[src/hdl/spm_pkg.sv]
// Shared constants and carrier types for the priority map register bank
package spm_pkg;
  // Register indices; the byte address is four times the index
  localparam logic [7:0] IDX_MAP_LOW   = 8'h80;
  localparam logic [7:0] IDX_MAP_HIGH  = 8'h81;
  localparam logic [7:0] IDX_FOLD_CTRL = 8'h82;
  localparam logic [7:0] IDX_UU_FWD    = 8'h83;
  localparam logic [7:0] IDX_GCTL_NEXT = 8'h84;
  localparam logic [7:0] IDX_MODE      = 8'hC0;
  localparam logic [7:0] IDX_STATUS    = 8'hC1;

  // Field layout
  localparam int ENTRY_W     = 2;
  localparam int NUM_PCP     = 8;
  localparam int SPLIT_LSB   = 6;
  localparam int UU_EN_BIT   = 5;
  localparam int NUM_PORTS   = 5;
  localparam int MODE_TWOQ   = 0;
  localparam int RSVD_LSB    = 6;

  // Reset values
  localparam logic [7:0] MAP_LOW_RST  = 8'h50;
  localparam logic [7:0] MAP_HIGH_RST = 8'hFA;
  localparam logic [1:0] SPLIT_RST    = 2'h2;
  localparam logic [5:0] FOLD_RSVD    = 6'h08;
  localparam logic [1:0] UU_RSVD      = 2'h2;
  localparam logic [1:0] NEXT_RSVD    = 2'h1;
  localparam logic [5:0] NEXT_RST     = 6'h00;
  localparam logic       UU_EN_RST    = 1'h0;
  localparam logic [4:0] UU_MASK_RST  = 5'h00;
  localparam logic       TWOQ_RST     = 1'h0;

  // Two-queue split settings
  typedef enum logic [1:0] {
    SPLIT_ONLY_TOP  = 2'h0,
    SPLIT_UNSUP     = 2'h1,
    SPLIT_HALF      = 2'h2,
    SPLIT_ONLY_ZERO = 2'h3
  } spm_split_t;

  typedef struct packed {
    logic       valid;
    logic [2:0] pcp;
    logic       useDs;
    logic [1:0] dsQueue;
  } spm_cls_req_t;

  typedef struct packed {
    logic       valid;
    logic [1:0] queue;
    logic       high;
  } spm_cls_ans_t;

  typedef struct packed {
    logic                 valid;
    logic                 override;
    logic [NUM_PORTS-1:0] portMask;
  } spm_uu_ans_t;
endpackage

[src/hdl/spm_queue_classifier.sv]
// Frame priority lookup and two-queue fold, one registered stage
`timescale 1ns/1ps
module spm_queue_classifier (
  // Clock and reset
  input  logic                  ref_clk,
  input  logic                  resetn,
  // Configuration
  input  logic [7:0]            mapLow,
  input  logic [7:0]            mapHigh,
  input  logic [1:0]            split,
  input  logic                  twoQueue,
  // Request and answer
  input  spm_pkg::spm_cls_req_t req,
  output spm_pkg::spm_cls_ans_t ans
);
  logic [spm_pkg::ENTRY_W-1:0] entry [spm_pkg::NUM_PCP];
  logic [15:0]                 mapAll;
  logic [1:0]                  queueD;
  logic                        highD;
  spm_pkg::spm_cls_ans_t       ans_q;

  assign mapAll = {mapHigh, mapLow};

  // One entry per priority value
  genvar i;
  generate
    for (i = 0; i < spm_pkg::NUM_PCP; i++)
    begin : g_entry
      assign entry[i] = mapAll[i*spm_pkg::ENTRY_W +: spm_pkg::ENTRY_W];
    end
  endgenerate

  // Diffserv results are folded the same way as tag results
  assign queueD = req.useDs ? req.dsQueue : entry[req.pcp];

  // In two-queue mode result 3 is high, 0 low, 1 and 2 follow the split bits; otherwise all results are low
  always_comb
  begin
    highD = 1'b0;
    if (twoQueue)
    begin
      highD = (queueD == 2'h3) | ((queueD == 2'h1) & split[0])
            | ((queueD == 2'h2) & split[1]);
    end
  end

  always_ff @(posedge ref_clk)
  begin
    if (!resetn)
    begin
      ans_q <= '0;
    end
    else
    begin
      ans_q.valid <= req.valid;
      if (req.valid)
      begin
        ans_q.queue <= queueD;
        ans_q.high  <= highD;
      end
    end
  end

  assign ans = ans_q;
endmodule

[src/hdl/spm_priority_map_regs.sv]
// Priority map, two-queue fold and unknown unicast forwarding registers on APB
`timescale 1ns/1ps
module spm_priority_map_regs #(
  parameter int ADDR_W = 12
) (
  // Clock and reset
  input  logic                           ref_clk,
  input  logic                           resetn,
  // APB slave
  input  logic                           psel,
  input  logic                           penable,
  input  logic                           pwrite,
  input  logic [ADDR_W-1:0]              paddr,
  input  logic [31:0]                    pwdata,
  input  logic [3:0]                     pstrb,
  output logic [31:0]                    prdata,
  output logic                           pready,
  output logic                           pslverr,
  // Frame classification
  input  spm_pkg::spm_cls_req_t          clsReq,
  output spm_pkg::spm_cls_ans_t          clsAns,
  // Unknown unicast destination lookup
  input  logic                           uuReq,
  output spm_pkg::spm_uu_ans_t           uuAns
);
  logic [7:0]                  mapLow_q;
  logic [7:0]                  mapHigh_q;
  logic [1:0]                  split_q;
  logic                        uuEn_q;
  logic [spm_pkg::NUM_PORTS-1:0] uuMask_q;
  logic [5:0]                  next_q;
  logic                        twoQ_q;
  logic [7:0]                  status_q;
  logic [31:0]                 prdata_q;
  spm_pkg::spm_uu_ans_t        uuAns_q;

  localparam logic [spm_pkg::NUM_PORTS-1:0] UU_ZERO = '0;
  logic                        addrOk;
  logic [7:0]                  idx;
  logic                        hit;
  logic [7:0]                  rdByte;
  logic                        wrAcc;
  logic                        rdSetup;
  logic                        wrMapLow;
  logic                        wrMapHigh;
  logic                        wrFold;
  logic                        wrUu;
  logic                        wrNext;
  logic                        wrMode;

  // Bus decode
  assign idx    = paddr[9:2];
  assign addrOk = (paddr[1:0] == 2'h0) && (paddr[ADDR_W-1:10] == '0);

  always_comb
  begin
    hit    = 1'b1;
    rdByte = 8'h00;
    if (!addrOk)
    begin
      hit = 1'b0;
    end
    else if (idx == spm_pkg::IDX_MAP_LOW)
    begin
      rdByte = mapLow_q;
    end
    else if (idx == spm_pkg::IDX_MAP_HIGH)
    begin
      rdByte = mapHigh_q;
    end
    else if (idx == spm_pkg::IDX_FOLD_CTRL)
    begin
      rdByte = {split_q, spm_pkg::FOLD_RSVD};
    end
    else if (idx == spm_pkg::IDX_UU_FWD)
    begin
      rdByte = {spm_pkg::UU_RSVD, uuEn_q, uuMask_q};
    end
    else if (idx == spm_pkg::IDX_GCTL_NEXT)
    begin
      rdByte = {spm_pkg::NEXT_RSVD, next_q};
    end
    else if (idx == spm_pkg::IDX_MODE)
    begin
      rdByte = {7'h00, twoQ_q};
    end
    else if (idx == spm_pkg::IDX_STATUS)
    begin
      rdByte = status_q;
    end
    else
    begin
      hit = 1'b0;
    end
  end

  // Zero wait states; read data is captured in the setup cycle
  assign pready  = 1'b1;
  assign pslverr = psel & penable & ~hit;
  assign rdSetup = psel & ~penable & ~pwrite;
  // Only the low byte lane carries register data
  assign wrAcc   = psel & penable & pwrite & pready & hit & pstrb[0];

  assign wrMapLow  = wrAcc && (idx == spm_pkg::IDX_MAP_LOW);
  assign wrMapHigh = wrAcc && (idx == spm_pkg::IDX_MAP_HIGH);
  assign wrFold    = wrAcc && (idx == spm_pkg::IDX_FOLD_CTRL);
  assign wrUu      = wrAcc && (idx == spm_pkg::IDX_UU_FWD);
  assign wrNext    = wrAcc && (idx == spm_pkg::IDX_GCTL_NEXT);
  assign wrMode    = wrAcc && (idx == spm_pkg::IDX_MODE);

  always_ff @(posedge ref_clk)
  begin
    if (!resetn)
    begin
      prdata_q <= 32'h0000_0000;
    end
    else if (rdSetup)
    begin
      prdata_q <= {24'h00_0000, hit ? rdByte : 8'h00};
    end
  end

  assign prdata = prdata_q;

  // Priority map entries
  always_ff @(posedge ref_clk)
  begin
    if (!resetn)
    begin
      mapLow_q  <= spm_pkg::MAP_LOW_RST;
      mapHigh_q <= spm_pkg::MAP_HIGH_RST;
    end
    else
    begin
      if (wrMapLow)
      begin
        mapLow_q <= pwdata[7:0];
      end
      if (wrMapHigh)
      begin
        mapHigh_q <= pwdata[7:0];
      end
    end
  end

  // Split field; 01 is stored as written, software keeps away from it
  always_ff @(posedge ref_clk)
  begin
    if (!resetn)
    begin
      split_q <= spm_pkg::SPLIT_RST;
    end
    else if (wrFold)
    begin
      split_q <= pwdata[spm_pkg::SPLIT_LSB +: 2];
    end
  end

  // Unknown unicast forwarding control
  always_ff @(posedge ref_clk)
  begin
    if (!resetn)
    begin
      uuEn_q   <= spm_pkg::UU_EN_RST;
      uuMask_q <= spm_pkg::UU_MASK_RST;
    end
    else if (wrUu)
    begin
      uuEn_q   <= pwdata[spm_pkg::UU_EN_BIT];
      uuMask_q <= pwdata[spm_pkg::NUM_PORTS-1:0];
    end
  end

  // Next control register and mode register
  always_ff @(posedge ref_clk)
  begin
    if (!resetn)
    begin
      next_q <= spm_pkg::NEXT_RST;
      twoQ_q <= spm_pkg::TWOQ_RST;
    end
    else
    begin
      if (wrNext)
      begin
        next_q <= pwdata[spm_pkg::RSVD_LSB-1:0];
      end
      if (wrMode)
      begin
        twoQ_q <= pwdata[spm_pkg::MODE_TWOQ];
      end
    end
  end

  // Classifier pipeline
  spm_queue_classifier u_cls (
    .ref_clk  (ref_clk),
    .resetn   (resetn),
    .mapLow   (mapLow_q),
    .mapHigh  (mapHigh_q),
    .split    (split_q),
    .twoQueue (twoQ_q),
    .req      (clsReq),
    .ans      (clsAns)
  );

  // Unknown unicast answer; disabled means no override, mask forced to zero
  always_ff @(posedge ref_clk)
  begin
    if (!resetn)
    begin
      uuAns_q <= '0;
    end
    else
    begin
      uuAns_q.valid <= uuReq;
      if (uuReq)
      begin
        uuAns_q.override <= uuEn_q;
        uuAns_q.portMask <= uuEn_q ? uuMask_q : UU_ZERO;
      end
    end
  end

  assign uuAns = uuAns_q;

  // Last answers, visible to software for debug
  always_ff @(posedge ref_clk)
  begin
    if (!resetn)
    begin
      status_q <= 8'h00;
    end
    else
    begin
      if (clsAns.valid)
      begin
        status_q[2:0] <= {clsAns.high, clsAns.queue};
      end
      if (uuAns_q.valid)
      begin
        status_q[3] <= uuAns_q.override;
        status_q[4] <= uuAns_q.override && (uuAns_q.portMask == UU_ZERO);
      end
    end
  end

  // Checks
  logic [15:0] chkMap;
  logic [1:0]  chkEntry;

  assign chkMap   = {mapHigh_q, mapLow_q};
  assign chkEntry = chkMap[{clsReq.pcp, 1'b0} +: 2];
endmodule

[config.mk]
export PLATFORM = sky130hd
export DESIGN_NAME = spm_priority_map_regs
export DESIGN_NICKNAME = d
export VERILOG_FILES = /design/src/hdl/spm_pkg.sv /design/src/hdl/spm_queue_classifier.sv /design/src/hdl/spm_priority_map_regs.sv
export SDC_FILE = /design/constraint.sdc
export NUM_CORES = 1
export LEC_CHECK = 0
export BUFFER_PORTS_ARGS = -buffer_cell sky130_fd_sc_hd__buf_2
export CAP_MARGIN = 15
export CORE_UTILIZATION = 50
export DETAILED_ROUTE_END_ITERATION = 16
export PLACE_DENSITY = 0.81
export RECOVER_POWER = 50
export SYNTH_ARGS = -nofsm -noshare
export SYNTH_HDL_FRONTEND = slang
export SYNTH_SLANG_ARGS = --single-unit
[constraint.sdc]
create_clock -name ref_clk -period 2.4 [get_ports ref_clk]
set_input_delay 0.72 -clock ref_clk [delete_from_list [all_inputs] [get_ports ref_clk]]
set_output_delay 0.72 -clock ref_clk [all_outputs]
set_load 0.02 [all_outputs]
# Word-level counts from Yosys, hierarchy flattened
# Cells that the tools add are included.
# Widths: inputs -> output; s select.
totals:
  reg_bits: 55
  inputBits: 61
  output_inout_bits: 45
  wordCells: 76
classes:
  order_cmp: 1
  eq_ne: 10
  muxes: 23
  n_bitwise: 15
  n_reduce_logical: 11
op_table:
  columns: ["operator", "n"]
  rows:
  - ["$eq 8x8->1 const B", 7]
  - ["$mux 8", 6]
  - ["$mux 5", 3]
  - ["$and 1x1->1", 9]
  - ["$mux 1", 9]
  - ["$logic_and 1x1->1", 8]
  - ["$mux 7", 1]
  - ["$bmux 2 s3", 1]
  - ["$mux 2", 3]
  - ["$logic_not 5->1", 1]
  - ["$eq 2x2->1 const B", 2]
  - ["$ge 4x4->1 const B", 1]
  - ["$logic_not 2->1", 2]
  - ["$not 3->4", 1]
  - ["$not 1->1", 3]
  - ["$eq 2x1->1 const B", 1]
  - ["$or 1x1->1", 2]

# Logic depth before layout (Yosys ltp)
depth:
  ltp_word: 12
  mapped_depth: 7
  ltp_nobuf: 5

# Cells and area by module
# From an unflattened synthesis, not the netlist that was laid out.
unflattened:
  hier_cells: 336
  area_unflattened_um2: 3030.4
by_module_without_submodules:
  columns: ["mod", "instances", "cells_per_inst", "area_per_inst_um2", "seq_area_each_um2"]
  rows:
  - ["spm_priority_map_regs", 1, 306, 2718.9, 1021.0]
  - ["spm_queue_classifier", 1, 30, 311.5, 80.1]

# Worst setup path before layout
# OpenSTA, ideal clock, no wires.
synth_timing:
  kind: "input port to output port"
  start: "in paddr[1]"
  end: "out pslverr"
  t_arrival_ns: 1.701
  required_ns: 1.680
  setup_slack_ns: -0.021
  cell_stages: 3
  path_buffers: 0
  cell_sequence: "or4_4 > nor4_2 > nor2_1"
synth_via:
  elab_chain_len: 5
synth_lines:
  columns: ["item", "line", "source"]
  rows:
  - ["start, declared", "spm_priority_map_regs.sv:13", "input logic [ADDR_W-1:0] paddr,"]
  - ["$logic_not 2->1", "spm_priority_map_regs.sv:53", "assign addrOk = (paddr[1:0] == 2'h0) && (paddr[ADDR_W-1:10] == '0);"]
  - ["$logic_and 1x1->1", "spm_priority_map_regs.sv:53", null]
  - ["$mux 1", "spm_priority_map_regs.sv:59", "if (!addrOk)"]
  - ["$not 1->1", "spm_priority_map_regs.sv:99", "assign pslverr = psel & penable & ~hit;"]
  - ["$and 1x1->1", "spm_priority_map_regs.sv:99", null]
  - ["end, declared", "spm_priority_map_regs.sv:18", "output logic pslverr,"]
# Every way passes these cells.

# Worst setup path after layout
layout_timing:
  start: "in paddr[10]"
  end: "out pslverr"
# Same word-level chain as after synthesis.

==> impl_metrics.csv <==
group,metric,value,unit
power,p_leak,1.45,nW
yosys,synthSimpleGateAreaFrac,22.7,%
sta,worstMarginPinSlew,1.60,ns
detailed_routing,drt.antenna.violating_nets,0,
detailed_routing,detail_route.vias_per_cell,5.53,
yosys,synthMuxAreaShare,17.2,%
power,intPower,1.19,mW
detailed_routing,num_vias,2488,
worst_setup_path,start_kind,"input pin",
job,cap_viol_max_count,1,
power,ir_drop,0.323,mV
die,io_pins,106,
clocking,cts_tree,"done",
worst_setup_path,critPathLaunch,"paddr[10]",
power,sw_frac_of_total,26.7,%
outcome,status,"finished with violations",
power,totalPowerFinal,1.62,mW
clocking,cts_root_buf,"clkbuf_8",
die,dieWidth,78.3,um
grt,grt_pass1_wl,10700,um
final_layout,area_growth,16.6,%
detailed_routing,wirelength,6690,um
clocking,cts_buffer_depth,2,
yosys,ys_warn_count,0,
yosys,synthFlopType,"dfxtp_1",
grt,grt_start_max_net_pins,48,
clocking,htreeDepth,2,
min_path,min_path_type,"reg -> reg",
final_layout,layout.cells.non_filler,450,
grt,grt_pass1_vias,2289,
yosys,synth-seq-cells,55,
sta,fin_setup_tns,-0.0769,ns
clocking,path_clk_slew,0.09,ns
place,numPortBuffers,53,
yosys,synth-seq-area-share,37.9,%
yosys,synthTopCellsByArea,"dfxtp_1 38%, mux2i_1 14%, buf_4 6.7%",
worst_setup_path,r2r_slack,0.60,ns
yosys,synth_top_family_by_area,"simple AND/OR/NAND/NOR gates",
detailed_routing,drc,0,
worst_setup_path,reg2reg_from,"mapHigh_q[6]",
power,p_clk_share,30.5,%
sta,slew_headroom,-6.67,%
worst_setup_path,arrival,1.76,ns
grt,gr-total-overflow,0,
power,p_comb_share,12.8,%
power,switchingPower,433,uW
detailed_routing,detail_route.iter0.violations,290,
worst_setup_path,r2r_cells,5,
sta,finalCritPeriodShare,103,%
outcome,failed_checks,"max-capacitance violations, max-slew violations, negative setup slack",
final_layout,fill_cells,493,
yosys,synth_cell_types,48,
place,place_congestion,0.951,
detailed_routing,firstDrtPassIters,4,
sta,fmax,404,MHz
clocking,cts_buffers,5,
yosys,synth_edf_count,0,
min_path,min_path_cells,2,
grt,antenna_found_initial,0,
die,initial_utilization,52.5,%
yosys,synth_top_area_cell,"dfxtp_1",
sta,layout_min_cycle_time,2.48,ns
final_layout,final_nets,438,
yosys,synthXorXnorAreaFrac,0,%
die,fp.dieArea,0.00612,mm2
sta,setup_viol,1,
die,std_cell_rows,27,
worst_setup_path,crit_end,"pslverr",
grt,track_usage,22.3,%
yosys,async_flop_share,0,%
worst_setup_path,required,1.68,ns
final_layout,utilization,61.2,%
sta,skew,0.00559,ns
power,seqPwrFrac,56.8,%
sta,rsz0062_at_grt,"yes",
detailed_routing,routedWlPerCell,14.9,um
die,coreArea,0.00554,mm2
yosys,synth_top_area_share,37.9,%
final_layout,insertedDiodeCount,0,
yosys,synthesis.area,0.00291,mm2
worst_setup_path,reg2reg_to,"u_cls.ans[0]",
yosys,synth-compound-area-share,12.6,%
final_layout,drive_gt1_share,22.0,%
sta,maxSlewViolCount,48,
sta,setup_slack,-0.0769,ns
place,place_inst,437,
yosys,syn_avg_cell_area,9.23,um2
worst_setup_path,crit_path_end_kind,"output pin",
worst_setup_path,crit_type,"in -> out",
clocking,insertion_delay,0.31,ns
sta,hold_viol,0,
power,p_per_area,479,mW/mm2
place,dp_slack,-0.206,ns
yosys,syn_inst,315,
die,die_h,78.3,um
clocking,cts.sinks,55,
yosys,synth_adder_area_share,0,%
worst_setup_path,critPathMaxFanout,2,
place,dp_hpwl,4980,um
flip-flops by register name, indices dropped and copies added, names as in the netlist:
register	cells
uuMask_q	5
mapHigh_q	8
u_cls.ans	4
status_q	5
uuAns	7
twoQ_q	1
uuEn_q	1
split_q	2
next_q	6
mapLow_q	8
prdata	8
layer usage:
metal	track usage, %	part of all wire (%)	vias up
li1	-	-	1189
met1	28.3	44	1171
met2	37.5	48	120
met3	4.53	7.2	8
met4	7.59	0.93	0
met5	0	0	-
logic make-up after synthesis:
logic type | after synthesis
AND/OR/NAND/NOR | 112
flip-flops | 55
AO/OA/AOI/OAI | 54
multiplexers | 46
buffers and inverters | 46
other | 2
stage by stage:
step,cell area [um2],hold WS (ns)
floorplan,3010,0.453
global placement,3240,0.435
detailed placement,3240,0.444
CTS,3370,0.466
global route,3390,0.500
finish,3390,0.476
cells in the mapped netlist, types with 2 or more instances:
master,count
dfxtp_1,55
mux2i_1,41
nor2b_1,30
buf_4,26
nand2_1,26
nand3_1,13
a21oi_1,12
clkbuf_1,12
nand2b_1,11
o31ai_1,9
nor2_1,8
o21ai_0,8
a21boi_0,6
a32oi_1,4
inv_1,4
a31oi_1,3
mux4_2,3
nor3_1,3
o22ai_1,3
and2_1,2
buf_1,2
conb_1,2
mux2_2,2
nand3_2,2
nand3b_1,2
nand4_1,2
nor3b_1,2
o211a_1,2
layout make-up:
type	count	area [um2]	area share, %
multi-input combinational	237	1670	49.4
clock buffer	5	68.8	2.03
tap	72	90.1	2.66
sequential	55	1100	32.5
timing repair buffer	74	427	12.6
clock inverter	3	15.0	0.443
inverter	4	15.0	0.443
worst min path at each step:
| stage | startpoint | to | slack, ns |
|---|---|---|---|
| floorplan | mapHigh_q[1] | mapHigh_q[1] | 0.45 |
| global placement | prdata[1] | prdata[1] | 0.43 |
| detailed placement | prdata[6] | prdata[6] | 0.44 |
| CTS | prdata[6] | prdata[6] | 0.47 |
| global route | prdata[6] | prdata[6] | 0.50 |
| finish | prdata[6] | prdata[6] | 0.48 |
power groups by stage:
stage          Sequential (mW)  Clock (mW)  Combinational [mW]
6_report                 0.922       0.495               0.207
5_1_grt                  0.923       0.542               0.223
4_1_cts                  0.922       0.509               0.203
3_5_place_dp             0.943           0               0.200
3_3_place_gp             0.943           0               0.198
2_1_floorplan            0.948           0               0.153
worst max-delay path, stage by stage:
cell,delay [ns]
buf_6,0.09
or4_4,0.55
nor4_4,0.19
nor2_2,0.07
buf_6,0.13
timing repair:
action | 4_1_cts | 5_1_grt
pin swaps | 2 | 2
resized for setup | 4 | 8
endpoints found under the hold margin | 0 | 0
setup buffers | 5 | 0
endpoints found under the setup margin | 1 | 7
hold buffers | 0 | 0
cells in the final DEF (no fill, tap or decap), types with 3 or more instances in the layout:
master,count
a21boi_0,6
a21oi_1,12
a31oi_1,3
a32oi_1,4
buf_2,31
buf_4,19
buf_6,3
clkbuf_1,20
clkbuf_8,5
clkinv_2,3
conb_1,25
dfxtp_1,55
inv_1,4
mux2i_1,41
mux4_2,3
nand2_1,26
nand2b_1,11
nand3_1,12
nor2_1,7
nor2b_1,30
nor3_1,3
o21ai_0,8
o22ai_1,3
o31ai_1,3
o31ai_2,6
(Power assumes the default switching activity.)
